$ cat config.mk
export PLATFORM = sky130hd
export DESIGN_NAME = tpio_top
export DESIGN_NICKNAME = d
export VERILOG_FILES = /design/src/logic/tpio_pkg.sv /design/src/logic/tpio_top.sv
export SDC_FILE = /design/constraint.sdc
export NUM_CORES = 1
export LEC_CHECK = 0
export BUFFER_PORTS_ARGS = -buffer_cell sky130_fd_sc_hd__buf_2
export CORE_MARGIN = 4
export CORE_UTILIZATION = 36
export DETAILED_ROUTE_END_ITERATION = 16
export PLACE_DENSITY = 0.59
export SYNTH_ARGS = -nofsm -noshare
export SYNTH_HDL_FRONTEND = slang
export SYNTH_SLANG_ARGS = --single-unit
export TNS_END_PERCENT = 100
$ cat constraint.sdc
create_clock -name CLK -period 4.85 [get_ports CLK]
set_clock_uncertainty 0.2 [all_clocks]
set_input_delay 0.2425 -clock CLK [delete_from_list [all_inputs] [get_ports CLK]]
set_output_delay 0.2425 -clock CLK [all_outputs]
set_load 0.03 [all_outputs]
$ cat src/logic/tpio_pkg.sv
// Purpose: Shared constants and types of the timer pin I/O mode block
// Assumes: Avalon-MM slave with 32-bit data and byte addresses
// Notes:   Pin index 0 is channel 2 A, 1 is channel 2 B, 2 is channel 3 B
`default_nettype none
package tpio_pkg;
    localparam int ADDR_W = 5;
    localparam int DATA_W = 32;
    localparam int BE_W   = 4;
    localparam int GR_W   = 16;
    localparam int CODE_W = 4;
    localparam int CTRL_W = 8;
    localparam int NPIN   = 3;
    localparam int NEV    = 6;

    // Register byte offsets
    localparam logic [ADDR_W-1:0] OFF_CTRL2  = 5'h00;
    localparam logic [ADDR_W-1:0] OFF_CTRL3H = 5'h04;
    localparam logic [ADDR_W-1:0] OFF_GR2A   = 5'h08;
    localparam logic [ADDR_W-1:0] OFF_GR2B   = 5'h0C;
    localparam logic [ADDR_W-1:0] OFF_GR3B   = 5'h10;
    localparam logic [ADDR_W-1:0] OFF_STAT   = 5'h14;
    localparam logic [ADDR_W-1:0] OFF_MASK   = 5'h18;

    // Reset values
    localparam logic [CTRL_W-1:0] CTRL_RST = 8'h00;
    localparam logic [GR_W-1:0]   GR_RST   = 16'h0000;
    localparam logic [NEV-1:0]    EV_RST   = 6'h00;
    localparam logic              PIN_RST  = 1'b0;

    // Field positions
    localparam int CODE_A_LSB    = 0;
    localparam int CODE_B_LSB    = 4;
    localparam int CODE_IN_BIT   = 3;
    localparam int CODE_LVL_BIT  = 2;
    localparam int CODE_BOTH_BIT = 1;
    localparam int CODE_FALL_BIT = 0;
    localparam int STAT_CMP_LSB  = 0;
    localparam int STAT_CAP_LSB  = 3;

    // Compare actions in the two low code bits
    localparam logic [1:0] ACT_HOLD   = 2'h0;
    localparam logic [1:0] ACT_LOW    = 2'h1;
    localparam logic [1:0] ACT_HIGH   = 2'h2;
    localparam logic [1:0] ACT_TOGGLE = 2'h3;

    typedef struct packed {
        logic ch3_b;
        logic ch2_b;
        logic ch2_a;
    } tpio_pins_t;

    typedef enum logic [1:0] {
        BUS_IDLE = 2'b01,
        BUS_ACK  = 2'b10
    } tpio_bus_t;
endpackage
`default_nettype wire

$ cat src/logic/tpio_top.sv
// Purpose: Pin I/O mode select for timer channel 2 A/B and channel 3 B
// Assumes: Compare strobes and counters come from the timer counter logic
// Notes:   One bus request is answered with waitrequest low one cycle later
//
// Functional notes
// - 0000/0100 hold pin; 0001 start low, match low
// - 0010 start low, 0110 start high; match high
// - 0011 start low, 0111 start high; match toggles
// - 1x00 captures counter on rising pin edge
// - 1x01 captures counter on falling pin edge
// - 1x1x captures counter on both pin edges
// - Pin low after reset until code written
//
// Decided for this implementation: the Avalon-MM interface to the registers and the placing of the registers.
`timescale 1ns/1ps
`default_nettype none
module tpio_top (
    input  wire logic                                       CLK,
    input  wire logic                                       RST,
    input  wire logic [tpio_pkg::ADDR_W-1:0]                AVS_ADDRESS,
    input  wire logic                                       AVS_READ,
    input  wire logic                                       AVS_WRITE,
    input  wire logic [tpio_pkg::DATA_W-1:0]                AVS_WRITEDATA,
    input  wire logic [tpio_pkg::BE_W-1:0]                  AVS_BYTEENABLE,
    output logic      [tpio_pkg::DATA_W-1:0]                AVS_READDATA,
    output logic                                            AVS_WAITREQUEST,
    output logic                                            IRQ,
    input  wire logic [tpio_pkg::GR_W-1:0]                  CNT_CH2,
    input  wire logic [tpio_pkg::GR_W-1:0]                  CNT_CH3,
    input  wire tpio_pkg::tpio_pins_t                       CMP_MATCH,
    input  wire tpio_pkg::tpio_pins_t                       PIN_IN,
    output tpio_pkg::tpio_pins_t                            PIN_OUT,
    output tpio_pkg::tpio_pins_t                            PIN_OE,
    output logic [tpio_pkg::NPIN-1:0][tpio_pkg::GR_W-1:0]   GR_VALUE
);
    import tpio_pkg::*;

    function automatic logic [GR_W-1:0] merge16(
        input logic [GR_W-1:0]   old,
        input logic [DATA_W-1:0] wd,
        input logic [BE_W-1:0]   be
    );
        logic [GR_W-1:0] res;
        res = old;
        if (be[0]) begin
            res[7:0] = wd[7:0];
        end
        if (be[1]) begin
            res[15:8] = wd[15:8];
        end
        return res;
    endfunction

    // Output modes have the input bit clear; the pin is driven then
    function automatic logic is_out(input logic [CODE_W-1:0] code);
        return !code[CODE_IN_BIT];
    endfunction

    // Output codes other than hold carry a start level in one bit
    function automatic logic sets_start(input logic [CODE_W-1:0] code);
        return is_out(code) && (code[1:0] != ACT_HOLD);
    endfunction

    // Input codes pick which of the two settled edges loads the register
    function automatic logic cap_hit(
        input logic [CODE_W-1:0] code,
        input logic              up,
        input logic              down
    );
        logic hit;
        if (code[CODE_BOTH_BIT]) begin
            hit = up || down;
        end else if (code[CODE_FALL_BIT]) begin
            hit = down;
        end else begin
            hit = up;
        end
        return hit;
    endfunction

    // Bus handshake
    tpio_bus_t          state_r;
    tpio_bus_t          state_nxt;
    logic               wait_r;
    logic               wait_nxt;
    logic [DATA_W-1:0]  rdata_r;
    logic [DATA_W-1:0]  rdata_nxt;
    logic [DATA_W-1:0]  rd_mux;
    logic               wr_en;

    // Register file
    logic [CTRL_W-1:0]  ctrl2_r;
    logic [CTRL_W-1:0]  ctrl2_nxt;
    logic [CTRL_W-1:0]  ctrl3_r;
    logic [CTRL_W-1:0]  ctrl3_nxt;
    logic [GR_W-1:0]    gr_r   [NPIN];
    logic [GR_W-1:0]    gr_nxt [NPIN];
    logic [NEV-1:0]     stat_r;
    logic [NEV-1:0]     stat_nxt;
    logic [NEV-1:0]     mask_r;
    logic [NEV-1:0]     mask_nxt;
    logic               irq_r;
    logic               irq_nxt;
    logic [ADDR_W-1:0]  gr_off [NPIN];

    // Pin side
    logic [CODE_W-1:0]  code_r  [NPIN];
    logic [CODE_W-1:0]  code_n  [NPIN];
    logic               code_wr [NPIN];
    logic [GR_W-1:0]    cnt     [NPIN];
    logic               lvl_r   [NPIN];
    logic               lvl_nxt [NPIN];
    logic               oe_r    [NPIN];
    logic               s1_r    [NPIN];
    logic               s2_r    [NPIN];
    logic               s3_r    [NPIN];
    logic               cmp_ev  [NPIN];
    logic               cap_ev  [NPIN];

    assign wr_en = AVS_WRITE && (state_r == BUS_ACK);

    always_comb begin
        rd_mux = '0;
        case (AVS_ADDRESS)
            OFF_CTRL2:  rd_mux[CTRL_W-1:0] = ctrl2_r;
            OFF_CTRL3H: rd_mux[CTRL_W-1:0] = ctrl3_r;
            OFF_GR2A:   rd_mux[GR_W-1:0]   = gr_r[0];
            OFF_GR2B:   rd_mux[GR_W-1:0]   = gr_r[1];
            OFF_GR3B:   rd_mux[GR_W-1:0]   = gr_r[2];
            OFF_STAT:   rd_mux[NEV-1:0]    = stat_r;
            OFF_MASK:   rd_mux[NEV-1:0]    = mask_r;
            default:    rd_mux = '0;
        endcase
    end

    // Read data is latched on entry to the answer cycle and held there
    always_comb begin
        state_nxt = state_r;
        rdata_nxt = rdata_r;
        case (state_r)
            BUS_IDLE: begin
                if (AVS_READ || AVS_WRITE) begin
                    state_nxt = BUS_ACK;
                    rdata_nxt = AVS_READ ? rd_mux : '0;
                end
            end
            BUS_ACK: state_nxt = BUS_IDLE;
            default: state_nxt = BUS_IDLE;
        endcase
        wait_nxt = (state_nxt != BUS_ACK);
    end

    always_ff @(posedge CLK) begin
        if (RST) begin
            state_r <= BUS_IDLE;
            wait_r  <= 1'b1;
            rdata_r <= '0;
        end else begin
            state_r <= state_nxt;
            wait_r  <= wait_nxt;
            rdata_r <= rdata_nxt;
        end
    end

    // Per-pin code nibbles and counter sources
    always_comb begin
        code_r[0]  = ctrl2_r[CODE_A_LSB +: CODE_W];
        code_r[1]  = ctrl2_r[CODE_B_LSB +: CODE_W];
        code_r[2]  = ctrl3_r[CODE_B_LSB +: CODE_W];
        code_n[0]  = ctrl2_nxt[CODE_A_LSB +: CODE_W];
        code_n[1]  = ctrl2_nxt[CODE_B_LSB +: CODE_W];
        code_n[2]  = ctrl3_nxt[CODE_B_LSB +: CODE_W];
        code_wr[0] = wr_en && (AVS_ADDRESS == OFF_CTRL2) && AVS_BYTEENABLE[0];
        code_wr[1] = code_wr[0];
        code_wr[2] = wr_en && (AVS_ADDRESS == OFF_CTRL3H)
                     && AVS_BYTEENABLE[0];
        cnt[0]     = CNT_CH2;
        cnt[1]     = CNT_CH2;
        cnt[2]     = CNT_CH3;
        gr_off[0]  = OFF_GR2A;
        gr_off[1]  = OFF_GR2B;
        gr_off[2]  = OFF_GR3B;
    end

    // Registers; a hardware event wins over a clear in the same cycle
    always_comb begin
        ctrl2_nxt = ctrl2_r;
        ctrl3_nxt = ctrl3_r;
        mask_nxt  = mask_r;
        stat_nxt  = stat_r;
        if (code_wr[0]) begin
            ctrl2_nxt = AVS_WRITEDATA[CTRL_W-1:0];
        end
        if (code_wr[2]) begin
            ctrl3_nxt = AVS_WRITEDATA[CTRL_W-1:0];
        end
        if (wr_en && (AVS_ADDRESS == OFF_MASK) && AVS_BYTEENABLE[0]) begin
            mask_nxt = AVS_WRITEDATA[NEV-1:0];
        end
        if (wr_en && (AVS_ADDRESS == OFF_STAT) && AVS_BYTEENABLE[0]) begin
            stat_nxt = stat_r & ~AVS_WRITEDATA[NEV-1:0];
        end
        for (int i = 0; i < NPIN; i++) begin
            stat_nxt[STAT_CMP_LSB + i] = stat_nxt[STAT_CMP_LSB + i]
                                         | cmp_ev[i];
            stat_nxt[STAT_CAP_LSB + i] = stat_nxt[STAT_CAP_LSB + i]
                                         | cap_ev[i];
            gr_nxt[i] = gr_r[i];
            if (wr_en && (AVS_ADDRESS == gr_off[i])) begin
                gr_nxt[i] = merge16(gr_r[i], AVS_WRITEDATA, AVS_BYTEENABLE);
            end
            // Capture beats a software write in the same cycle
            if (cap_ev[i]) begin
                gr_nxt[i] = cnt[i];
            end
        end
        irq_nxt = |(stat_nxt & mask_nxt);
    end

    always_ff @(posedge CLK) begin
        if (RST) begin
            ctrl2_r <= CTRL_RST;
            ctrl3_r <= CTRL_RST;
            mask_r  <= EV_RST;
            stat_r  <= EV_RST;
            irq_r   <= 1'b0;
            for (int i = 0; i < NPIN; i++) begin
                gr_r[i] <= GR_RST;
            end
        end else begin
            ctrl2_r <= ctrl2_nxt;
            ctrl3_r <= ctrl3_nxt;
            mask_r  <= mask_nxt;
            stat_r  <= stat_nxt;
            irq_r   <= irq_nxt;
            for (int i = 0; i < NPIN; i++) begin
                gr_r[i] <= gr_nxt[i];
            end
        end
    end

    // Pin logic, one copy per pin
    for (genvar g = 0; g < NPIN; g++) begin : g_pin
        logic rise;
        logic fall;
        logic oe_nxt;

        // Edges only look at the settled stages, never the first one
        assign rise   = s2_r[g] && !s3_r[g];
        assign fall   = !s2_r[g] && s3_r[g];
        assign oe_nxt = is_out(code_n[g]);

        always_comb begin
            lvl_nxt[g] = lvl_r[g];
            cmp_ev[g]  = 1'b0;
            cap_ev[g]  = 1'b0;
            if (is_out(code_r[g])) begin
                if (CMP_MATCH[g]) begin
                    cmp_ev[g] = 1'b1;
                    case (code_r[g][1:0])
                        ACT_HOLD:   lvl_nxt[g] = lvl_r[g];
                        ACT_LOW:    lvl_nxt[g] = 1'b0;
                        ACT_HIGH:   lvl_nxt[g] = 1'b1;
                        ACT_TOGGLE: lvl_nxt[g] = !lvl_r[g];
                        default:    lvl_nxt[g] = lvl_r[g];
                    endcase
                end
            end else begin
                cap_ev[g] = cap_hit(code_r[g], rise, fall);
            end
            // A fresh output code sets its start level at once
            if (code_wr[g] && sets_start(code_n[g])) begin
                lvl_nxt[g] = code_n[g][CODE_LVL_BIT];
            end
        end

        always_ff @(posedge CLK) begin
            if (RST) begin
                lvl_r[g] <= PIN_RST;
                oe_r[g]  <= 1'b0;
                s1_r[g]  <= 1'b0;
                s2_r[g]  <= 1'b0;
                s3_r[g]  <= 1'b0;
            end else begin
                lvl_r[g] <= lvl_nxt[g];
                oe_r[g]  <= oe_nxt;
                s1_r[g]  <= PIN_IN[g];
                s2_r[g]  <= s1_r[g];
                s3_r[g]  <= s2_r[g];
            end
        end
    end

    // Outputs straight from flip-flops
    always_comb begin
        AVS_READDATA    = rdata_r;
        AVS_WAITREQUEST = wait_r;
        IRQ             = irq_r;
        for (int i = 0; i < NPIN; i++) begin
            PIN_OUT[i]  = lvl_r[i];
            PIN_OE[i]   = oe_r[i];
            GR_VALUE[i] = gr_r[i];
        end
    end
endmodule
`default_nettype wire

Yosys cells after proc, flatten, opt, wreduce, memory -nomap -nowiden --
Memories as Yosys holds them, arrays and structs flattened. Cells that the tools add are included.
Operators by class: shift operators 0, mux-type cells 70, reduce and logical (&&, ||, !) cells 49, divide/modulo/power cells 0, bitwise logic cells 27, multipliers 0, order comparisons 0, add/subtract/negate cells 0, eq/ne operators 18
Operators by type and width (count):
- 16-bit 2-to-1 mux | 10
- 8-bit 2-to-1 mux | 8
- 1-bit 2-to-1 mux | 42
- 6-bit case mux with 7 select lines | 1
- 1-bit logical AND | 24
- 1-bit bitwise OR | 24
- 8-bit case mux with 3 select lines | 1
- 5-bit equality test (second input constant) | 3
- 2-bit equality test (second input constant) | 7
- 6-bit bitwise AND | 2
- 1-bit logical NOT | 12
- 6-bit 2-to-1 mux | 2
- 1-bit case mux with 4 select lines | 3
- 5-bit by 4-bit equality test with 1-bit output (second input constant) | 2
- 2-bit case mux with 5 select lines | 1
- 2-bit by 1-bit equality test with 1-bit output (second input constant) | 4
- 2-bit logical NOT | 3
- 6-bit inverter | 1
- 2-bit nonzero test | 3
- 6-bit OR reduction | 1
- 5-bit by 3-bit equality test with 1-bit output (second input constant) | 1
- 5-bit logical NOT | 1
- 1-bit logical OR | 4
- 2-bit 2-to-1 mux | 2
- 2 further kinds | 2
Storage, ports and cells: bits in read-only memories 0, output and inout port bits 88, flip-flop bits (word level) 64, logic and storage cells 179, memory bits (writable) 63, memories kept 6, input port bits 83, latch bits 0
Memories:
- gr_r | depth 3, bits a word 16, read ports 3, clocked after memory_dff 0, write ports 3, line tpio_top.sv:96 | logic [GR_W-1:0] gr_r [NPIN];
- lvl_r | depth 3, bits a word 1, read ports 3, clocked after memory_dff 0, write ports 3, line tpio_top.sv:111 | logic lvl_r [NPIN];
- oe_r | depth 3, bits a word 1, read ports 3, clocked after memory_dff 0, write ports 3, line tpio_top.sv:113 | logic oe_r [NPIN];
- s1_r | depth 3, bits a word 1, read ports 3, clocked after memory_dff 0, write ports 3, line tpio_top.sv:114 | logic s1_r [NPIN];
- s2_r | depth 3, bits a word 1, read ports 3, clocked after memory_dff 0, write ports 3, line tpio_top.sv:115 | logic s2_r [NPIN];
- s3_r | depth 3, bits a word 1, read ports 3, clocked after memory_dff 0, write ports 3, line tpio_top.sv:116 | logic s3_r [NPIN];

Longest topological paths before layout --
depth in word-level cells 10, depth in mapped cells 8

Worst setup path before layout --
Ideal clock, no wire load.
path kind register to register, from memory s2_r[2], to register irq_r, in the netlist IRQ, required time 4530 ps, data arrival time 1754 ps, cell stages (with the launch flop) 8, clock period less this slack 2074 ps, setup time 120 ps, path slack 2776 ps, cell sequence dfxtp_1 inv_1 ha_1 mux2_1 o211ai_2 a21boi_0 o22ai_1 o31a_1
RTL lines:
- start: declaration | line tpio_top.sv:115
- end signal: assignment | line tpio_top.sv:235 | irq_r <= irq_nxt;
- end: declaration | line tpio_top.sv:102 | logic irq_r;

==> flow_summary.toml <==
[timing]
max_slew_margin = 0.2413
drv_slew = 0
rsz0062_at_grt = "no"
setup_violations = 0
finalCritPeriodShare = 0.6110
fin_setup_tns_ps = 0
post-route-min-period_ps = 2963
finalHoldViolations = 0
tightest_slew_ps = 1130
fmaxAchievable_ghz = 0.3374

[setup_path]
cpPeakStageDelay_ps = 740
setup.worst_path.class = "register to register"
critPathBufInv = 1
worstPathRequired_ps = 4840
worstPathMaxFanout = 26
path_cells = "inv_1 -> ha_1 -> mux2_2 -> o211ai_4 -> o21ai_1 -> nor2_1 -> a211oi_1"
arrival_ps = 2950
cp_top_family = "compound AO/OA/AOI/OAI gates"
cp.depth = 7
end_kind = "register"
r2r_cells = 7
critical-path-slowest-cell = "o211ai_4"
crit_path_start_kind = "register"

[power_and_ir_drop]
power_mw = 1.892
ir_drop_mv = 0.1540
power_density_nw_per_um2 = 289.6
p_int_mw = 1.438
clockPowerShare = 0.435
p_seq_frac = 0.488
power.switching_uw = 453.9
comb_power_share = 0.078
power.leakage_nw = 2.930
swShare = 0.2399

[synthesis]
ys_warn_count = 0
yosys-top-cells-count = "111 x dfxtp_1, 85 x nor2_1, 81 x mux2i_1"
syn_area_per_cell_um2 = 9.260
synth_top_cells_by_area = "dfxtp_1 41%, mux2i_1 15%, a211oi_1 6.1%"
syn_area_um2 = 5426
synth.most_common_cell = "dfxtp_1"
synth_cell_type_count = 56
synth_top_cell_by_area = "dfxtp_1"
yosysSeqAreaShare = 0.4095
ys_dominant_reg_cell = "dfxtp_1"
synth-seq-cells = 111
syn_inst = 586
synth-async-reset-ratio = 0
synth_enable_flop_cells = 0
netlist.area_leader.share = 0.4095

[route]
viasPerCell = 5.249
wire_per_inst_um = 18.21
drt_iter0_markers = 255
first_pass_iters = 5
ant_nets = 0
vias = 4693
remaining_drc_errors = 0
routed_wl_mm = 16.28

[floorplan]
start_util = 0.3706
rows = 44
pin_count = 171
core_um2 = 14640
die_area_um2 = 17100
die_w_um = 130.8
fp.dieH_um = 130.8

[final_layout]
nets = 798
areaGrowthSynthToFinish_pct = 20.41
layout-drive-gt1-share = 0.2408
antenna_cells = 0

[global_routing]
grt_start_max_net_pins = 88
grt_pass1_vias = 4336
grtUsageTotal = 0.1844
grt_pass1_wl_mm = 24.03
antenna_found_initial = 0
gr-total-overflow = 0

[min_path]
worstHoldPathType = "input port to register"
min_delay_path_depth = 3

[clock_tree]
cts_tree = "done"
h-tree-depth = 3
path_clk_slew_ps = 70
clock_latency_ps = 360
postCtsSetupRepairBufs = 0
clock-root-buffer = "clkbuf_16"
cts_sinks = 111
clockBufferDepth = 2
cts_made_buffers = 9

[run_status]
outcome = "finished, final reports clean"

[place]
gp_congestion = 0.9013
dp_hpwl_mm = 12.07
io_buffer_count = 136

[job]
maxCapViolations = 0
-- power by group through the flow --
stage | sequential (mW) | combinational, mW | clock [mW]
after global routing | 0.924 | 0.158 | 0.867
after detailed placement | 0.944 | 0.134 | 0
after floorplan | 0.946 | 0.0906 | 0
final | 0.923 | 0.147 | 0.822
after CTS | 0.923 | 0.146 | 0.833
after global placement | 0.944 | 0.132 | 0
-- per-layer routing --
| layer | up-vias | wire length [um] | global-route usage |
|---|---|---|---|
| met3 | 17 | 1112 | 0.04268 |
| met2 | 163 | 7062 | 0.2621 |
| li1 | 2296 | - | - |
| met5 | - | 0 | 0 |
| met4 | 0 | 313 | 0.05808 |
| met1 | 2217 | 7791 | 0.2752 |
-- final timing paths --
| check | startpoint | end | slack [ps] |
|---|---|---|---|
| setup reg to reg | s2_r[1]$_SDFF_PP0_ | gr_r[0][28]$_SDFFE_PP0P_ | 1890 |
| hold reg to reg | s1_r[1]$_SDFF_PP0_ | s2_r[1]$_SDFF_PP0_ | 240 |
| hold / removal | CNT_CH3[0] | gr_r[0][32]$_SDFFE_PP0P_ | 5 |
| setup / recovery | s2_r[1]$_SDFF_PP0_ | gr_r[0][28]$_SDFFE_PP0P_ | 1890 |
-- state kept, by name, indices dropped and copies added (netlist names), 3 cells and up --
register and count:
oe_r 3, s2_r 3, mask_r 6, gr_r 48
stat_r 6, AVS_READDATA 16, s1_r 3, lvl_r 3
ctrl2_r 8, ctrl3_r 8, s3_r 3
-- cell families (layout without fill, tap and decap cells) --
kind of cell,Yosys count,in the layout,share of synthesized area
other cells,1,16,0.0006911
fa+ha+maj,10,10,0.02306
flops,111,111,0.4095
compound gates,124,124,0.1778
buf+inv,76,185,0.07978
mux,85,85,0.1577
simple gates,179,179,0.1515
-- placed cells by master, fill, tap and decap left out, types with 2 or more instances in the layout --
| cell type | Yosys | routed |
|---|---|---|
| a211oi_1 | 44 | 44 |
| a211oi_2 | 3 | 3 |
| a21boi_0 | 3 | 3 |
| a21oi_1 | 9 | 9 |
| a221o_1 | 4 | 4 |
| a222oi_1 | 2 | 2 |
| a22o_1 | 10 | 10 |
| a22oi_1 | 12 | 12 |
| a311oi_1 | 2 | 2 |
| and2_1 | 5 | 5 |
| and3_1 | 5 | 5 |
| buf_2 | 4 | 136 |
| buf_4 | 30 | 2 |
| bufinv_16 | 0 | 2 |
| clkbuf_16 | 0 | 9 |
| conb_1 | 1 | 16 |
| dfxtp_1 | 111 | 111 |
| dlygate4sd3_1 | 0 | 18 |
| ha_1 | 10 | 10 |
| inv_1 | 13 | 13 |
| inv_6 | 0 | 2 |
| mux2_2 | 3 | 3 |
| mux2i_1 | 81 | 81 |
| nand2_1 | 41 | 41 |
| nand2_2 | 2 | 2 |
| nand2b_1 | 2 | 2 |
| nand3_1 | 4 | 4 |
| nand4_1 | 6 | 6 |
| nor2_1 | 85 | 85 |
| nor2b_1 | 12 | 12 |
| nor3_1 | 6 | 6 |
| nor3b_1 | 2 | 2 |
| o211ai_1 | 2 | 2 |
| o211ai_4 | 2 | 2 |
| o21ai_0 | 12 | 12 |
| o21ai_1 | 4 | 4 |
| o22ai_1 | 3 | 3 |
| o2bb2ai_1 | 2 | 2 |
| or3_1 | 2 | 2 |
-- what timing repair did --
| item | CTS | global route |
|---|---|---|
| hold buffers | 18 | 0 |
| gates resized for setup | 0 | 0 |
| setup endpoints to repair | 0 | 0 |
| endpoints found under the hold margin | 25 | 0 |
-- final cells by class --
cell class / count / area [um2]
timing repair buffer: 156 / 875.8
clock inverter: 6 / 90.09
multi-input combinational: 414 / 2828
sequential: 111 / 2222
fill: 1470 / 8110
clock buffer: 10 / 239.0
tap: 184 / 230.2
inverter: 13 / 48.80
-- tightest hold or removal path, delay by kind of cell --
| family | cells | cell delay [ps] |
|---|---|---|
| buf+inv | 1 | 110 |
| simple gates | 1 | 110 |
| compound gates | 1 | 60 |
-- per-stage QoR --
step | setup WS (ps) | hold WS, ps | instances | area, um2 | util
final | 1887 | 5.457 | 894 | 6534 | 0.4462
after global routing | 1644 | 28.79 | 894 | 6534 | 0.4462
after floorplan | 2776 | 170.7 | 601 | 5483 | -
after CTS | 1895 | 1.312 | 894 | 6534 | 0.4462
after global placement | 1987 | 230.3 | 860 | 6025 | 0.4114
after detailed placement | 1914 | 228.5 | 860 | 6025 | 0.4114
Power figures use the tool's default switching activity.
